===== config.mk =====
export PLATFORM = sky130hd
export DESIGN_NAME = pwm_deadband_generator
export DESIGN_NICKNAME = d
export VERILOG_FILES = /design/src/rtl/deadband_pkg.sv /design/src/rtl/tick_divider.sv /design/src/rtl/edge_delay.sv /design/src/rtl/pwm_deadband_generator.sv
export SDC_FILE = /design/constraint.sdc
export NUM_CORES = 1
export LEC_CHECK = 0
export ABC_AREA = 1
export BUFFER_PORTS_ARGS = -buffer_cell sky130_fd_sc_hd__buf_2
export CORE_MARGIN = 3
export CORE_UTILIZATION = 45
export DETAILED_ROUTE_END_ITERATION = 10
export GPL_TIMING_DRIVEN = 1
export PLACE_DENSITY = 0.59
export SETUP_SLACK_MARGIN = 0.05
export SYNTH_ARGS = -nofsm -noshare
export SYNTH_HDL_FRONTEND = slang
export SYNTH_SLANG_ARGS = --single-unit

===== constraint.sdc =====
create_clock -name clk_sys -period 2.95 [get_ports clk_sys]
set_input_delay 0.295 -clock clk_sys [delete_from_list [all_inputs] [get_ports clk_sys]]
set_output_delay 0.295 -clock clk_sys [all_outputs]
set_load 0.02 [all_outputs]

===== src/rtl/deadband_pkg.sv =====
// Shared constants, types and helpers of the dead-band generator stage
package deadband_pkg;

    // Port and field widths
    localparam int ADDR_W = 8;              // Register port address width
    localparam int DATA_W = 16;             // Register port data width
    localparam int CNT_W  = 10;             // Delay count width
    localparam int DIV_W  = 8;              // Tick divider width

    // Register offsets on the plain port
    localparam logic [7:0] OFS_CTRL    = 8'h1e; // deadband_control
    localparam logic [7:0] OFS_RED     = 8'h20; // rising_delay_count
    localparam logic [7:0] OFS_FED     = 8'h22; // falling_delay_count
    localparam logic [7:0] OFS_TICKDIV = 8'h50; // Tick divider setting
    localparam logic [7:0] OFS_STATUS  = 8'h52; // Live stage status

    // Field positions in deadband_control
    localparam int CTRL_OUT_LSB = 0;        // S1,S0 delay-apply select
    localparam int CTRL_POL_LSB = 2;        // S3,S2 polarity_select
    localparam int CTRL_IN_LSB  = 4;        // Delay-source select
    localparam int CTRL_W       = 6;        // Implemented control bits

    // Bit positions in the status word
    localparam int STAT_OUT_A    = 0;       // Current pwm_out_a
    localparam int STAT_OUT_B    = 1;       // Current pwm_out_b
    localparam int STAT_RED_BUSY = 2;       // Rising delay counting
    localparam int STAT_FED_BUSY = 3;       // Falling delay counting

    // Reset values
    localparam logic [1:0] MODE_RST = 2'h0;       // Each control field
    localparam logic [CNT_W-1:0] CNT_RST = 10'h000; // Delay counts
    localparam logic [DIV_W-1:0] DIV_RST = 8'h00;   // Tick every clock

    // Control fields, laid out as in the register word
    typedef struct packed {
        logic [1:0] in_mode;                // Bit0 rising, bit1 falling
        logic [1:0] pol;                    // {S3,S2}
        logic [1:0] out_mode;               // {S1,S0}
    } deadband_ctrl_t;

    // Delay path state
    typedef enum logic [1:0] {
        ST_OFF,                             // Delayed edge not seen yet
        ST_WAIT,                            // Counting ticks
        ST_ON                               // Delayed level asserted
    } dly_state_t;

    // Delay source pick, used once per delay path
    function automatic logic pick_src(input logic use_b,
                                      input logic a,
                                      input logic b);
        return use_b ? b : a;
    endfunction : pick_src

endpackage : deadband_pkg


===== src/rtl/tick_divider.sv =====
// Prescaler that makes the time-base tick enable from the system clock
`timescale 1ns/1ps
module tick_divider
    import deadband_pkg::*;
(
    input  wire logic             clk_sys,  // System clock
    input  wire logic             sys_rst,  // Async reset, active high
    input  wire logic [DIV_W-1:0] div,      // Tick every div+1 clocks
    output logic                  tick      // One-cycle tick enable
);

    logic [DIV_W-1:0] cnt_r;                // Clocks since last tick

    // Wrap at div; a lowered div wraps at once instead of rolling over
    always_ff @(posedge clk_sys or posedge sys_rst) begin
        if (sys_rst) begin
            cnt_r <= DIV_RST;
            tick  <= 1'b0;
        end else if (cnt_r >= div) begin
            cnt_r <= DIV_RST;
            tick  <= 1'b1;
        end else begin
            cnt_r <= cnt_r + 8'h01;
            tick  <= 1'b0;
        end
    end
endmodule : tick_divider


===== src/rtl/edge_delay.sv =====
// One delay path: holds back one edge type by a count of ticks
`timescale 1ns/1ps
module edge_delay
    import deadband_pkg::*;
#(
    parameter bit RISE = 1'b1               // 1 delays rising, 0 falling
)(
    input  wire logic             clk_sys,  // System clock
    input  wire logic             sys_rst,  // Async reset, active high
    input  wire logic             tick,     // Time-base tick enable
    input  wire logic             din,      // Selected source signal
    input  wire logic [CNT_W-1:0] count,    // Delay in ticks
    output logic                  dout,     // Delayed signal
    output logic                  busy      // Delay is counting
);

    dly_state_t       state_r;              // Path state
    logic [CNT_W-1:0] cnt_r;                // Ticks seen since the edge
    logic             lvl;                  // Level whose start is delayed
    logic [CNT_W:0]   cnt_inc;              // Next tick count, one wider

    assign lvl     = RISE ? din : ~din;
    assign cnt_inc = {1'b0, cnt_r} + 11'h001;
    assign dout    = RISE ? (state_r == ST_ON) : (state_r != ST_ON);
    assign busy    = (state_r == ST_WAIT);

    // Delayed edge waits for count ticks, the other edge goes through
    always_ff @(posedge clk_sys or posedge sys_rst) begin
        if (sys_rst) begin
            state_r <= ST_OFF;
        end else begin
            case (state_r)
                ST_OFF: begin
                    if (lvl) begin          // Zero count means no delay
                        state_r <= (count == CNT_RST) ? ST_ON : ST_WAIT;
                    end
                end
                ST_WAIT: begin
                    if (!lvl) begin         // Edge withdrawn, drop it
                        state_r <= ST_OFF;
                    end else if ({1'b0, cnt_r} >= {1'b0, count} ||
                                 (tick && cnt_inc >= {1'b0, count})) begin
                        state_r <= ST_ON;
                    end
                end
                ST_ON: begin
                    if (!lvl) begin         // Opposite edge, no delay
                        state_r <= ST_OFF;
                    end
                end
                default: state_r <= ST_OFF;
            endcase
        end
    end

    // Tick counter, only alive while waiting
    always_ff @(posedge clk_sys or posedge sys_rst) begin
        if (sys_rst) begin
            cnt_r <= CNT_RST;
        end else if (state_r != ST_WAIT) begin
            cnt_r <= CNT_RST;
        end else if (tick) begin
            cnt_r <= cnt_inc[CNT_W-1:0];
        end
    end
endmodule : edge_delay


===== src/rtl/pwm_deadband_generator.sv =====
// Dead-band generator stage with its register port
`timescale 1ns/1ps
//
// Functional notes
// - Output pair A and B from qualifier
// - Only qualifier A and B feed delays
// - Source select zero: A feeds both
// - Other sources: swap, split, or B both
// - Apply select picks which delays act
// - Polarity inverts each delayed path separately
// - Apply select zero bypasses, polarity ignored
// - Both applied: four classical polarity pairs
// - Select 0,1: A through, B falling-delayed
// - Select 1,0: A rising-delayed, B through
// - Every field combination is legal
// - Separate ten-bit rising and falling counts
// - Delay equals count times tick period
//
module pwm_deadband_generator
    import deadband_pkg::*;
(
    input  wire logic              clk_sys,   // System clock, 20 MHz
    input  wire logic              sys_rst,   // Async reset, active high
    input  wire logic              pwm_in_a,  // Qualifier signal A
    input  wire logic              pwm_in_b,  // Qualifier signal B
    input  wire logic [ADDR_W-1:0] reg_addr,  // Register offset
    input  wire logic [DATA_W-1:0] reg_wdata, // Write data
    input  wire logic              reg_wr,    // Write strobe
    input  wire logic              reg_rd,    // Read strobe
    output logic      [DATA_W-1:0] reg_rdata, // Read data, next cycle
    output logic                   pwm_out_a, // Stage output A
    output logic                   pwm_out_b  // Stage output B
);

    // Software state
    deadband_ctrl_t   ctrl_r;                 // deadband_control
    logic [CNT_W-1:0] red_count_r;            // rising_delay_count
    logic [CNT_W-1:0] fed_count_r;            // falling_delay_count
    logic [DIV_W-1:0] tick_div_r;             // Tick divider setting

    // Signal path
    logic             in_a_d_r;               // A aligned to delay paths
    logic             in_b_d_r;               // B aligned to delay paths
    logic             red_src;                // Rising delay source
    logic             fed_src;                // Falling delay source
    logic             red_y;                  // Rising-delayed signal
    logic             fed_y;                  // Falling-delayed signal
    logic             red_busy;               // Rising delay counting
    logic             fed_busy;               // Falling delay counting
    logic             timebase_tick;          // Prescaled tick enable
    logic             out_a_nxt;              // Next pwm_out_a
    logic             out_b_nxt;              // Next pwm_out_b

    // Field views
    logic             sel_a;                  // S1: rising path to A
    logic             sel_b;                  // S0: falling path to B
    logic             pol_a;                  // S2: invert rising path
    logic             pol_b;                  // S3: invert falling path

    // Read side
    logic [DATA_W-1:0] rd_nxt;                // Word for next cycle
    logic [DATA_W-1:0] ctrl_word;             // Control as read back
    logic [DATA_W-1:0] stat_word;             // Status as read back
    logic [CNT_W-1:0]  wdata_cnt;             // Count part of write data

    assign sel_a     = ctrl_r.out_mode[1];
    assign sel_b     = ctrl_r.out_mode[0];
    assign pol_a     = ctrl_r.pol[0];
    assign pol_b     = ctrl_r.pol[1];
    assign wdata_cnt = reg_wdata[CNT_W-1:0];

    // Control register; bits above the fields are dropped on write
    // No shadow copy: a new word acts at once
    always_ff @(posedge clk_sys or posedge sys_rst) begin
        if (sys_rst) begin
            ctrl_r <= '{in_mode: MODE_RST, pol: MODE_RST,
                        out_mode: MODE_RST};
        end else if (reg_wr && reg_addr == OFS_CTRL) begin
            ctrl_r.in_mode  <= reg_wdata[CTRL_IN_LSB +: 2];
            ctrl_r.pol      <= reg_wdata[CTRL_POL_LSB +: 2];
            ctrl_r.out_mode <= reg_wdata[CTRL_OUT_LSB +: 2];
        end
    end

    // Rising delay count, ten bits
    always_ff @(posedge clk_sys or posedge sys_rst) begin
        if (sys_rst) begin
            red_count_r <= CNT_RST;
        end else if (reg_wr && reg_addr == OFS_RED) begin
            red_count_r <= wdata_cnt;
        end
    end

    // Falling delay count, ten bits
    always_ff @(posedge clk_sys or posedge sys_rst) begin
        if (sys_rst) begin
            fed_count_r <= CNT_RST;
        end else if (reg_wr && reg_addr == OFS_FED) begin
            fed_count_r <= wdata_cnt;
        end
    end

    // Tick divider; zero keeps the tick at the system clock rate
    always_ff @(posedge clk_sys or posedge sys_rst) begin
        if (sys_rst) begin
            tick_div_r <= DIV_RST;
        end else if (reg_wr && reg_addr == OFS_TICKDIV) begin
            tick_div_r <= reg_wdata[DIV_W-1:0];
        end
    end

    // Read words, unused bits zero
    // Status is a live view, nothing is latched
    assign ctrl_word = {{(DATA_W-CTRL_W){1'b0}}, ctrl_r};

    always_comb begin
        stat_word = '0;
        stat_word[STAT_OUT_A]    = pwm_out_a;
        stat_word[STAT_OUT_B]    = pwm_out_b;
        stat_word[STAT_RED_BUSY] = red_busy;
        stat_word[STAT_FED_BUSY] = fed_busy;
    end

    // Read decode; unmapped offsets answer zero
    always_comb begin
        rd_nxt = '0;
        if (reg_rd) begin
            case (reg_addr)
                OFS_CTRL:    rd_nxt = ctrl_word;
                OFS_RED:     rd_nxt = {6'h00, red_count_r};
                OFS_FED:     rd_nxt = {6'h00, fed_count_r};
                OFS_TICKDIV: rd_nxt = {8'h00, tick_div_r};
                OFS_STATUS:  rd_nxt = stat_word;
                default:     rd_nxt = '0;
            endcase
        end
    end

    // Read data stands for the one cycle after the strobe only
    // Software must catch the word in that cycle
    always_ff @(posedge clk_sys or posedge sys_rst) begin
        if (sys_rst) begin
            reg_rdata <= '0;
        end else begin
            reg_rdata <= rd_nxt;
        end
    end

    // Time-base tick from the system clock
    // A lowered divider wraps at once
    tick_divider u_tick (
        .clk_sys (clk_sys),
        .sys_rst (sys_rst),
        .div     (tick_div_r),
        .tick    (timebase_tick)
    );

    // Source mux: in_mode bit0 moves rising source to B,
    // bit1 moves falling source to B; all four codes are live
    assign red_src = pick_src(ctrl_r.in_mode[0],
                              pwm_in_a, pwm_in_b);
    assign fed_src = pick_src(ctrl_r.in_mode[1],
                              pwm_in_a, pwm_in_b);

    // A pulse shorter than its delay is lost
    // Rising-edge delay path
    edge_delay #(.RISE(1'b1)) u_red (
        .clk_sys (clk_sys),
        .sys_rst (sys_rst),
        .tick    (timebase_tick),
        .din     (red_src),
        .count   (red_count_r),
        .dout    (red_y),
        .busy    (red_busy)
    );

    // Falling-edge delay path
    edge_delay #(.RISE(1'b0)) u_fed (
        .clk_sys (clk_sys),
        .sys_rst (sys_rst),
        .tick    (timebase_tick),
        .din     (fed_src),
        .count   (fed_count_r),
        .dout    (fed_y),
        .busy    (fed_busy)
    );

    // Bypass inputs take one flop so that both routes have equal
    // latency; switching out_mode then makes no stray glitch
    always_ff @(posedge clk_sys or posedge sys_rst) begin
        if (sys_rst) begin
            in_a_d_r <= 1'b0;
            in_b_d_r <= 1'b0;
        end else begin
            in_a_d_r <= pwm_in_a;
            in_b_d_r <= pwm_in_b;
        end
    end

    // Output select and polarity; no combination is blocked
    // Polarity acts only on delayed routes
    always_comb begin
        // Rising path feeds A, falling path feeds B
        out_a_nxt = sel_a ? (red_y ^ pol_a) : in_a_d_r;
        out_b_nxt = sel_b ? (fed_y ^ pol_b) : in_b_d_r;
    end

    // Output flops; mode 0,0 is a plain pass, 0,1 and 1,0 mix
    always_ff @(posedge clk_sys or posedge sys_rst) begin
        if (sys_rst) begin
            pwm_out_a <= 1'b0;
            pwm_out_b <= 1'b0;
        end else begin
            pwm_out_a <= out_a_nxt;
            pwm_out_b <= out_b_nxt;
        end
    end

    // The four output checks below need a settled configuration: no write in
    // the last three cycles
    // Three quiet cycles cover the two-clock path
    logic [1:0] quiet_r;                      // Cycles since last write

    always_ff @(posedge clk_sys or posedge sys_rst) begin
        if (sys_rst) begin
            quiet_r <= 2'h0;
        end else if (reg_wr) begin
            quiet_r <= 2'h0;
        end else if (quiet_r != 2'h3) begin
            quiet_r <= quiet_r + 2'h1;
        end
    end
endmodule : pwm_deadband_generator


==> Word-level counts from Yosys, hierarchy flattened <==
Index checks and enable logic that the tools add are counted.
W data, S select, Z words.
{ "totals": {"input_bits": 30, "register_bits": 87} }
{ "classes": {"mux": 24, "bitwise": 2, "addsub": 3, "eq_ne": 18, "order_cmp": 5, "reduce_logical": 16} }
{ "op_table": {"columns": ["op", "n"], "rows": [
  ["$mux W10", 5],
  ["$pmux W10 S5", 1],
  ["$add A10 B1 Y11 const B", 2],
  ["$ge A11 B10 Y1", 2],
  ["$ge A10 B10 Y1", 2],
  ["$logic_not A10 Y1", 2],
  ["$mux W2", 10],
  ["$eq A8 B6 Y1 const B", 2],
  ["$eq A8 B7 Y1 const B", 2],
  ["$pmux W2 S3", 2],
  ["$add A8 B1 Y8 const B", 1],
  ["$eq A8 B5 Y1 const B", 1],
  ["$ge A8 B8 Y1", 1],
  ["$mux W8", 1],
  ["$ne A2 B1 Y1 const B", 4],
  ["$logic_and A1 B1 Y1", 6],
  ["$ne A2 B2 Y1 const B", 3],
  ["$reduce_and A3 Y1", 2],
  ["$mux W1", 5],
  ["$eq A2 B1 Y1 const B", 2],
  ["$eq A2 B2 Y1 const B", 2],
  ["$logic_not A2 Y1", 2],
  ["$reduce_bool A2 Y1", 2],
  ["$ne A3 B1 Y1 const B", 1],
  ["3 further kinds", 5]
]} }

==> Longest topological paths before layout <==
Gate-level depths: netlist of run 1.
{ "depth": {"word_depth": 7, "depth_mapped": 19, "depth_no_buf": 19} }

==> Cells and area by module <==
Synthesis of run 1 repeated with hierarchy kept, for this count alone.
{ "hier_totals": {"cells_unflattened": 674, "area_unflattened_um2": 5408.9} }
{ "by_module_without_submodules": {"columns": ["mod", "area_per_inst_um2", "instances", "cells_each", "seq_area_each_um2"], "rows": [
  ["pwm_deadband_generator", 2329.7, 1, 261, 1201.2],
  ["edge_delay (u_fed)", 1237.4, 1, 169, 300.3],
  ["edge_delay (u_red)", 1233.7, 1, 172, 300.3],
  ["tick_divider", 608.1, 1, 72, 225.2]
]} }

==> Worst setup path before layout of run 1 <==
Ideal clock, no wire load.
{ "synth_timing": {"path_type": "register to register", "startpoint": "reg u_red.cnt_r[0]", "endpoint": "reg u_red.state_r[1]", "setup_ns": 0.116, "path_stages_with_launch": 16, "arrival_time_ns": 1.952, "path_slack_ns": 0.881, "synth_period_minus_slack_ns": 2.069, "path_buffers": 0, "cell_sequence": "dfrtp_1 -> ha_1 -> nand2_1 -> nor4_1 -> xor2_1 -> ha_1 -> nand3_1 -> nor2_1 -> nand3_1 -> nand2_1 -> a21oi_1 -> nand2_1 -> nand2_1 -> nand3_1 -> nand2_1 -> nand2_1"} }
{ "synth_between": {"elab_chain_cells": 6} }
{ "synth_rtl": {"columns": ["element", "line", "source"], "rows": [
  ["start, declared", "edge_delay.sv:18", "logic [CNT_W-1:0] cnt_r;"],
  ["start signal, assigned", "edge_delay.sv:63", "cnt_r <= cnt_inc[CNT_W-1:0];"],
  ["$add A10 B1 Y11", "edge_delay.sv:23", "assign cnt_inc = {1'b0, cnt_r} + 11'h001;"],
  ["$ge A11 B10 Y1", "edge_delay.sv:42", "(tick && cnt_inc >= {1'b0, count})) begin"],
  ["$logic_and A1 B1 Y1", "edge_delay.sv:42", null],
  ["$logic_or A1 B1 Y1 (*)", "edge_delay.sv:41", "end else if ({1'b0, cnt_r} >= {1'b0, count} ||"],
  ["$ne A3 B3 Y1 (no line) (*)", null, null],
  ["$reduce_and A3 Y1 (no line) (*)", null, null],
  ["end signal, assigned", "edge_delay.sv:35", "state_r <= (count == CNT_RST) ? ST_ON : ST_WAIT;"],
  ["end, declared", "edge_delay.sv:17", "dly_state_t state_r;"]
]} }
Every way passes the cells marked *; elsewhere a longest branch is shown, timed or not.
A chain may end at the register's enable or synchronous reset.

==> Worst setup path after layout of run 1 <==
Ends and elaborated chain as after synthesis.

==> flow_metrics.env, run 1 <==
export IMPL_status="complete, no violations"
export IMPL_firstDrtPassIters=5
export IMPL_route_antenna_remaining_nets=0
export IMPL_io_buffers=35
export IMPL_synth_fa_ha_area_frac=0.124
export IMPL_grt_pass1_vias=4215
export IMPL_p_per_area_mw_per_mm2=556
export IMPL_track_usage=0.210
export IMPL_power_frac_seq=0.409
export IMPL_synth_seq_cells=81
export IMPL_hp_class="in -> async"
export IMPL_use_met3=0.0385
export IMPL_h_tree_depth=3
export IMPL_finalCritPeriodShare=0.848
export IMPL_use_met1=0.302
export IMPL_num_rows=38
export IMPL_ys_types=42
export IMPL_reg2reg_from="u_red.cnt_r[0]$_DFFE_PP0P_"
export IMPL_yosysSeqAreaShare=0.394
export IMPL_ios=48
export IMPL_setup_viol=0
export IMPL_required_ps=3190
export IMPL_grt_max_degree=46
export IMPL_yosys_area_top_type="dfrtp_1"
export IMPL_synth_top_cell_area_share=0.394
export IMPL_clkPwrFrac=0.366
export IMPL_viasPerCell=5.22
export IMPL_antenna_found_initial=0
export IMPL_clkSlewWorstSetupHoldPaths_ps=60
export IMPL_synthTopCellsByArea="dfrtp_1 (39%), ha_1 (12%), nand2_1 (9.5%)"
export IMPL_drc=0
export IMPL_root_buffer="clkbuf_16"
export IMPL_synth_simple_area_share=0.219
export IMPL_grt_pass1_wl_um=21100
export IMPL_fin_area_mm2=0.00574
export IMPL_hold_buffers=0
export IMPL_relSlewSlack=0.478
export IMPL_grt_ovfl_total=0
export IMPL_dpl_cell_area_mm2=0.00543
export IMPL_drv_slew=0
export IMPL_leakagePower_uw=0.00306
export IMPL_grt_busiest_layer="met2"
export IMPL_setup_tns_ps=0
export IMPL_cpMaxStageDelayCell="dfrtp_1"
export IMPL_syn2layout_area_growth_pct=11.7
export IMPL_die_area_mm2=0.0127
export IMPL_max_freq_mhz=400
export IMPL_synth_top_family_by_area="simple AND/OR/NAND/NOR gates"
export IMPL_gp_congestion=0.934
export IMPL_path_common_cell="nand2_1"
export IMPL_rsz0062_at_grt="no"
export IMPL_finalClockSkew_ps=5.73
export IMPL_met2_usage=0.314
export IMPL_p_sw_frac=0.330
export IMPL_ys_warn_count=0
export IMPL_async_flop_share=1.00
export IMPL_clkLatencyLatePin_ps=350
export IMPL_die_w_um=113
export IMPL_hold_violations=0
export IMPL_drive_gt1_frac=0.141
export IMPL_start_util=0.468
export IMPL_p_int_uw=2140
export IMPL_cts_tree="built"
export IMPL_post_cts_setup_buffers=0
export IMPL_synthXorXnorAreaFrac=0.0273
export IMPL_holdWs_ps=60.5
export IMPL_drv_max_cap_violation_count=0
export IMPL_crit_path_end_kind="flop"
export IMPL_core_area_mm2=0.0110
export IMPL_crit_fanout=5
export IMPL_num_fill_cells=1028
export IMPL_synth_compound_area_frac=0.132
export IMPL_syn_area_mm2=0.00514
export IMPL_ctsLongestPathBuffers=2
export IMPL_crit_type="reg -> reg"
export IMPL_vias=4298
export IMPL_wl_per_cell_um=15.4
export IMPL_numCtsBuffers=9
export IMPL_combinationalPowerShare=0.225
export IMPL_synth_edf_count=0
export IMPL_ir_worst_vdd_mv=0.380
export IMPL_crit_chain="ha_1 -> nand2_1 -> nor4_1 -> xor2_1 -> ha_1 -> a21oi_1 -> o21a_1 -> nand2_1 -> nand3_1 -> nand2_1 -> nand2_1 -> nand3_1 -> nand2_1 -> nand2_1"
export IMPL_crit_path_start="u_red.cnt_r[0]$_DFFE_PP0P_"
export IMPL_crit_path_start_kind="flop"
export IMPL_syn_area_per_cell_um2=8.08
export IMPL_synthMuxAreaShare=0
export IMPL_die_h_um=113
export IMPL_diodes=0
export IMPL_first_iter_violations=305
export IMPL_worstMarginPinSlew_ps=782
export IMPL_p_switching_uw=1050
export IMPL_critPathBufInv=0
export IMPL_worst_path_largest_cell_delay_ps=450
export IMPL_synthCells=636
export IMPL_crit_family="simple AND/OR/NAND/NOR gates"
export IMPL_p_total_uw=3190
export IMPL_ys_flop_type="dfrtp_1"
export IMPL_nNetsFinal=759
export IMPL_hpwl_um=10100
export IMPL_critPathArrivalTime_ps=2740
export IMPL_drt_wl_total_um=12700
export IMPL_ctsResizeCount=0
export IMPL_cts_num_sinks=81
export IMPL_min_period_ps=2500
## layout by cell type (no fill, tap or decap), types with 17 or more instances in the layout
| cell | synthesis | layout |
|---|---|---|
| ha_1 | 51 | 51 |
| nand3_1 | 27 | 27 |
| inv_1 | 110 | 109 |
| a21oi_1 | 26 | 26 |
| buf_2 | 1 | 35 |
| o21ai_2 | 17 | 17 |
| dfrtp_1 | 81 | 81 |
| o21ai_0 | 31 | 31 |
| o22ai_1 | 21 | 21 |
| nor2_1 | 48 | 48 |
| nand2_1 | 130 | 130 |
## power groups by stage
stage | clock network, uW | logic, uW | registers (uW)
finish | 1170 | 718 | 1310
global route | 1230 | 816 | 1320
CTS | 1180 | 712 | 1310
detailed placement | 0 | 710 | 1320
global placement | 0 | 694 | 1320
floorplan | 0 | 495 | 1310
## state kept, by name (all words and copies together) (netlist names)
name and cells:
in_b_d_r 1, fed_count_r 10, u_fed.cnt_r 10, reg_rdata 10, pwm_out_a 1, tick_div_r 8, u_fed.state_r 2, u_red.cnt_r 10
u_tick.cnt_r 8, pwm_out_b 1, u_red.state_r 2, red_count_r 10, u_tick.tick 1, ctrl_r 6, in_a_d_r 1
## worst register-to-register path, cell delays in order (launching register included)
cell and delay [ps]:
dfrtp_1 450, ha_1 230, nand2_1 110, nor4_1 310, xor2_1 230, ha_1 290
a21oi_1 160, o21a_1 130, nand2_1 50, nand3_1 60, nand2_1 50, nand2_1 90
nand3_1 100, nand2_1 70, nand2_1 40
## worst paths after layout
path	cells past startpoint	slack (ps)	endpoint
worst max-delay path	14	450	u_red.state_r[1]$_DFFE_PP0P_
worst min-delay path	2	60	ctrl_r[0]$_DFFE_PP0P_
worst max register to register	14	450	u_red.state_r[1]$_DFFE_PP0P_
worst min register to register	2	470	pwm_out_b$_DFF_PP0_
max in group asynchronous	3	2120	u_red.cnt_r[3]$_DFFE_PP0P_
min in group clk_sys	1	90	in_a_d_r$_DFF_PP0_
## logic make-up (layout without fill, tap and decap cells)
group	Yosys count	count (layout)
AO/OA/AOI/OAI	111	111
adder cells (fa/ha/maj)	51	51
XOR/XNOR	16	16
flip-flops	81	81
AND/OR/NAND/NOR	250	250
other	1	6
buffers and inverters	126	168
## through the flow
stage / setup WS (ps) / utilization / cells
2_1_floorplan: 575 / - / 641
3_3_place_gp: 536 / 0.495 / 807
3_5_place_dp: 486 / 0.495 / 807
4_1_cts: 452 / 0.523 / 823
5_1_grt: 162 / 0.523 / 823
6_report: 448 / 0.523 / 823
## cell type report
cell class	count	area (um2)	share of cell area
flip-flops and latches	81	2030	0.353
inverters	114	430	0.0750
multi-input cells	434	2600	0.453
well taps	140	175	0.0305
repair buffers	38	198	0.0344
clock inverters	4	51.3	0.00893
clock buffers	12	256	0.0447
## metal layers
layer | wire length [um] | share of wire | vias to the layer above
met3 | 735 | 0.058 | 21
li1 | - | - | 2147
met5 | 0 | 0 | -
met1 | 6230 | 0.49 | 2002
met2 | 5460 | 0.43 | 128
met4 | 257 | 0.020 | 0
## synthesized netlist by cell type, types with 2 or more instances
library cell,number
a21oi_1,26
a21oi_2,2
a31oi_1,2
buf_4,8
buf_6,3
dfrtp_1,81
ha_1,51
inv_1,110
inv_2,2
nand2_1,130
nand2_2,7
nand3_1,27
nand3b_1,2
nand4_1,8
nor2_1,48
nor2_2,3
nor3_1,6
nor3_2,2
nor3b_1,2
nor4_1,6
o211ai_1,2
o21a_1,4
o21ai_0,31
o21ai_1,4
o21ai_2,17
o22ai_1,21
or2_2,2
xor2_1,15
No activity file was read; power rests on OpenSTA's default activity.
==> run 2: changes to the inputs <==
--- a/config.mk
+++ b/config.mk
@@ -5,13 +5,13 @@
 export SDC_FILE = /design/constraint.sdc
 export NUM_CORES = 1
 export LEC_CHECK = 0
-export ABC_AREA = 1
+export ABC_AREA = 0
 export BUFFER_PORTS_ARGS = -buffer_cell sky130_fd_sc_hd__buf_2
 export CORE_MARGIN = 3
 export CORE_UTILIZATION = 45
 export DETAILED_ROUTE_END_ITERATION = 10
 export GPL_TIMING_DRIVEN = 1
-export PLACE_DENSITY = 0.59
+export PLACE_DENSITY = 0.62
 export SETUP_SLACK_MARGIN = 0.05
 export SYNTH_ARGS = -nofsm -noshare
 export SYNTH_HDL_FRONTEND = slang
==> constraint.sdc (replaced) <==
create_clock -name clk_sys -period 2 [get_ports clk_sys]
set_input_delay 0.2 -clock clk_sys [delete_from_list [all_inputs] [get_ports clk_sys]]
set_output_delay 0.2 -clock clk_sys [all_outputs]
set_load 0.02 [all_outputs]
==> run 2 against run 1 <==
Net effect:
- the run now ends with setup timing left
- power is 22% higher
- routed wire length is 11% lower
- setup slack worse by 720 ps
- critical endpoint is now u_fed.state_r[1]$_DFFE_PP0P_
- worst hold slack better by 26 ps
- cell area is 4.7% higher
- global-route usage is 1.7 points lower
- first-iteration DRC count is 27% lower
- synthesized cell count is 27% lower
- critical path type unchanged
- sequential power is 40% higher
- count of clock-buffer cells in the layout is 2 lower
- die area is 4.2% lower
- largest power group unchanged
==> flow_metrics.env, run 2 <==
export IMPL_dp_cells=674
export IMPL_drv_slew=0
export IMPL_p_sw_frac=0.306
export IMPL_syn2layout_area_growth_pct=22.4
export IMPL_synth_edf_count=0
export IMPL_finalClockSkew_ps=8.01
export IMPL_gp_congestion=0.831
export IMPL_combinationalPowerShare=0.205
export IMPL_synth_compound_area_frac=0.102
export IMPL_track_usage=0.193
export IMPL_max_freq_mhz=440
export IMPL_numCtsBuffers=9
export IMPL_hpwl_um=8780
export IMPL_reg2reg_slack_ps=-270
export IMPL_synthXorXnorAreaFrac=0.0749
export IMPL_fin_area_mm2=0.00601
export IMPL_holdCritStartpoint="reg_wdata[8]"
export IMPL_crit_path_start_kind="flop"
export IMPL_r2r_end="u_fed.state_r[1]$_DFFE_PP0P_"
export IMPL_seqCellArea_mm2=0.00203
export IMPL_leakagePower_uw=0.00290
export IMPL_core_area_mm2=0.0105
export IMPL_p_switching_uw=1200
export IMPL_hp_class="in -> reg"
export IMPL_first_iter_violations=222
export IMPL_worst_r2r_path_depth=10
export IMPL_cts_num_sinks=81
export IMPL_rsz0062_at_grt="yes"
export IMPL_die_w_um=110
export IMPL_synth_top_cell_area_share=0.413
export IMPL_ios=48
export IMPL_synthMuxAreaShare=0.0889
export IMPL_required_ps=2260
export IMPL_drive_gt1_frac=0.320
export IMPL_viasPerCell=5.34
export IMPL_multiInputGateArea_mm2=0.00282
export IMPL_antenna_found_initial=0
export IMPL_ctsLongestPathBuffers=2
export IMPL_p_per_area_mw_per_mm2=649
export IMPL_min_period_ps=2270
export IMPL_finalWorstSetupSlack_ps=-275
export IMPL_post_synth_top_count_cell="dfrtp_1"
export IMPL_yosysSeqAreaShare=0.413
export IMPL_grt_pass1_vias=3864
export IMPL_nNetsFinal=639
export IMPL_dpl_cell_area_mm2=0.00564
export IMPL_io_buffers=35
export IMPL_final_common_cell="dfrtp_1"
export IMPL_critPathArrivalTime_ps=2530
export IMPL_grt_ovfl_total=0
export IMPL_p_int_uw=2710
export IMPL_syn_area_per_cell_um2=10.6
export IMPL_status="finished with violations"
export IMPL_post_route_util=0.575
export IMPL_reg2reg_from="u_fed.cnt_r[1]$_DFFE_PP0P_"
export IMPL_finalCritPeriodShare=1.14
export IMPL_vias=3736
export IMPL_syn_area_mm2=0.00491
export IMPL_async_flop_share=1.00
export IMPL_route_antenna_remaining_nets=0
export IMPL_drc=0
export IMPL_wl_per_cell_um=16.2
export IMPL_h_tree_depth=3
export IMPL_drt_wl_total_um=11300
export IMPL_hold_path_end="red_count_r[8]$_DFFE_PP0P_"
export IMPL_failed_checks="setup timing"
export IMPL_synthCells=463
export IMPL_setup_viol=4
export IMPL_firstDrtPassIters=6
export IMPL_synth_common_cells="dfrtp_1 (81), ha_1 (51), nor2_1 (40), mux2_2 (33), inv_1 (32)"
export IMPL_worstMarginPinSlew_ps=701
export IMPL_yosys_area_top_type="dfrtp_1"
export IMPL_diodes=0
export IMPL_synth_simple_area_share=0.148
export IMPL_cts_tree="built"
export IMPL_setup_tns_ps=-714
export IMPL_crit_path_end_kind="flop"
export IMPL_num_fill_cells=941
export IMPL_clkSlewWorstSetupHoldPaths_ps=90
export IMPL_start_util=0.470
export IMPL_die_area_mm2=0.0122
export IMPL_final_cell_count_no_fill=699
export IMPL_final_cell_mix="dfrtp_1 (81), buf_4 (56), ha_1 (48)"
export IMPL_grt_max_degree=30
export IMPL_crit_type="reg -> reg"
export IMPL_crit_fanout=3
export IMPL_ys_warn_count=0
export IMPL_synth_fa_ha_area_frac=0.130
export IMPL_clkPwrFrac=0.326
export IMPL_num_rows=37
export IMPL_ys_flop_type="dfrtp_1"
export IMPL_hold_violations=0
export IMPL_ys_types=53
export IMPL_root_buffer="clkbuf_8"
export IMPL_relSlewSlack=0.532
export IMPL_whs_path_depth=2
export IMPL_synth_top_family_by_area="simple AND/OR/NAND/NOR gates"
export IMPL_drv_max_cap_violation_count=0
export IMPL_grt_pass1_wl_um=19300
export IMPL_die_h_um=110
export IMPL_synth_seq_cells=81
export IMPL_holdWs_ps=87.0
export IMPL_synthTopCellsByArea="dfrtp_1 (41%), ha_1 (13%), mux2_2 (7.6%)"
export IMPL_power_frac_seq=0.469
export IMPL_ir_worst_vdd_mv=0.338
export IMPL_clkLatencyLatePin_ps=360
run 2: cell types whose count changed after synthesis, sizes merged, moves of 9 or more:
| cell | change |
|---|---|
| nor2 | -9 |
| mux2 | +37 |
| and3 | +14 |
| nand2 | -112 |
| a21oi | -10 |
| clkbuf | +9 |
| inv | -80 |
| xnor2 | +11 |
| o21ai | -42 |
| xor2 | +15 |
| nand3 | -14 |
| o22ai | -20 |
run 2: kinds of logic after synthesis:
logic type | Yosys count
adder cells (fa/ha/maj) | 51
AO/OA/AOI/OAI | 69
buffers and inverters | 49
AND/OR/NAND/NOR | 131
flip-flops | 81
other | 1
multiplexers | 39
XOR/XNOR | 42
run 2: worst max path at each step:
stage,from,end,slack (ps)
2_1_floorplan,u_fed.cnt_r[0]$_DFFE_PP0P_,u_fed.state_r[1]$_DFFE_PP0P_,-320
3_3_place_gp,u_fed.cnt_r[1]$_DFFE_PP0P_,u_fed.state_r[1]$_DFFE_PP0P_,-230
5_1_grt,u_fed.cnt_r[1]$_DFFE_PP0P_,u_fed.state_r[1]$_DFFE_PP0P_,-400
4_1_cts,u_fed.cnt_r[1]$_DFFE_PP0P_,u_fed.state_r[1]$_DFFE_PP0P_,-240
3_5_place_dp,u_fed.cnt_r[1]$_DFFE_PP0P_,u_fed.state_r[1]$_DFFE_PP0P_,-260
6_report,u_fed.cnt_r[1]$_DFFE_PP0P_,u_fed.state_r[1]$_DFFE_PP0P_,-270
run 2: metrics by stage:
stage                     power (uW)  worst slack (ps)
final                           3900              -275
after global routing            4120              -400
after CTS                       3910              -241
after detailed placement        2620              -263
after global placement          2600              -227
after floorplan                 2380              -321
run 2: what timing repair did:
| item | in CTS | in global routing |
|---|---|---|
| resized for setup | 8 | 13 |
| hold buffers | 3 | 0 |
| buffers inserted | 1 | 5 |
| pin swaps | 12 | 15 |
| hold endpoints to repair | 29 | 0 |
| setup endpoints to repair | 4 | 12 |
run 2: layout make-up:
type                    count  share of cell area
inverters                  32              0.0206
flip-flops and latches     81               0.337
repair buffers             96               0.111
clock buffers              10              0.0229
well taps                 136              0.0283
clock inverters             6              0.0123
multi-input cells         338               0.468
run 2: routing by layer:
layer | vias to the layer above | track usage | part of all wire
met2 | 74 | 0.305 | 0.48
met3 | 13 | 0.0329 | 0.039
met4 | 0 | 0.0649 | 0.013
met1 | 1821 | 0.270 | 0.47
li1 | 1828 | - | -
met5 | - | 0 | 0
run 2: power groups by stage:
| stage | clock network (uW) | logic, uW | registers, uW |
|---|---|---|---|
| after global placement | 0 | 743 | 1850 |
| after CTS | 1310 | 779 | 1820 |
| after floorplan | 0 | 546 | 1830 |
| final | 1270 | 800 | 1830 |
| after global routing | 1380 | 892 | 1840 |
| after detailed placement | 0 | 760 | 1860 |
run 2: worst max-delay path, cell delays in order, from the launching register on:
cell      delay [ps]
dfrtp_1          380
ha_2             190
and3_4           180
and3_4           180
xor2_1           170
ha_1             270
and3_4           160
and3_4           140
a211oi_2         170
o22ai_1          120
o21ba_2          210
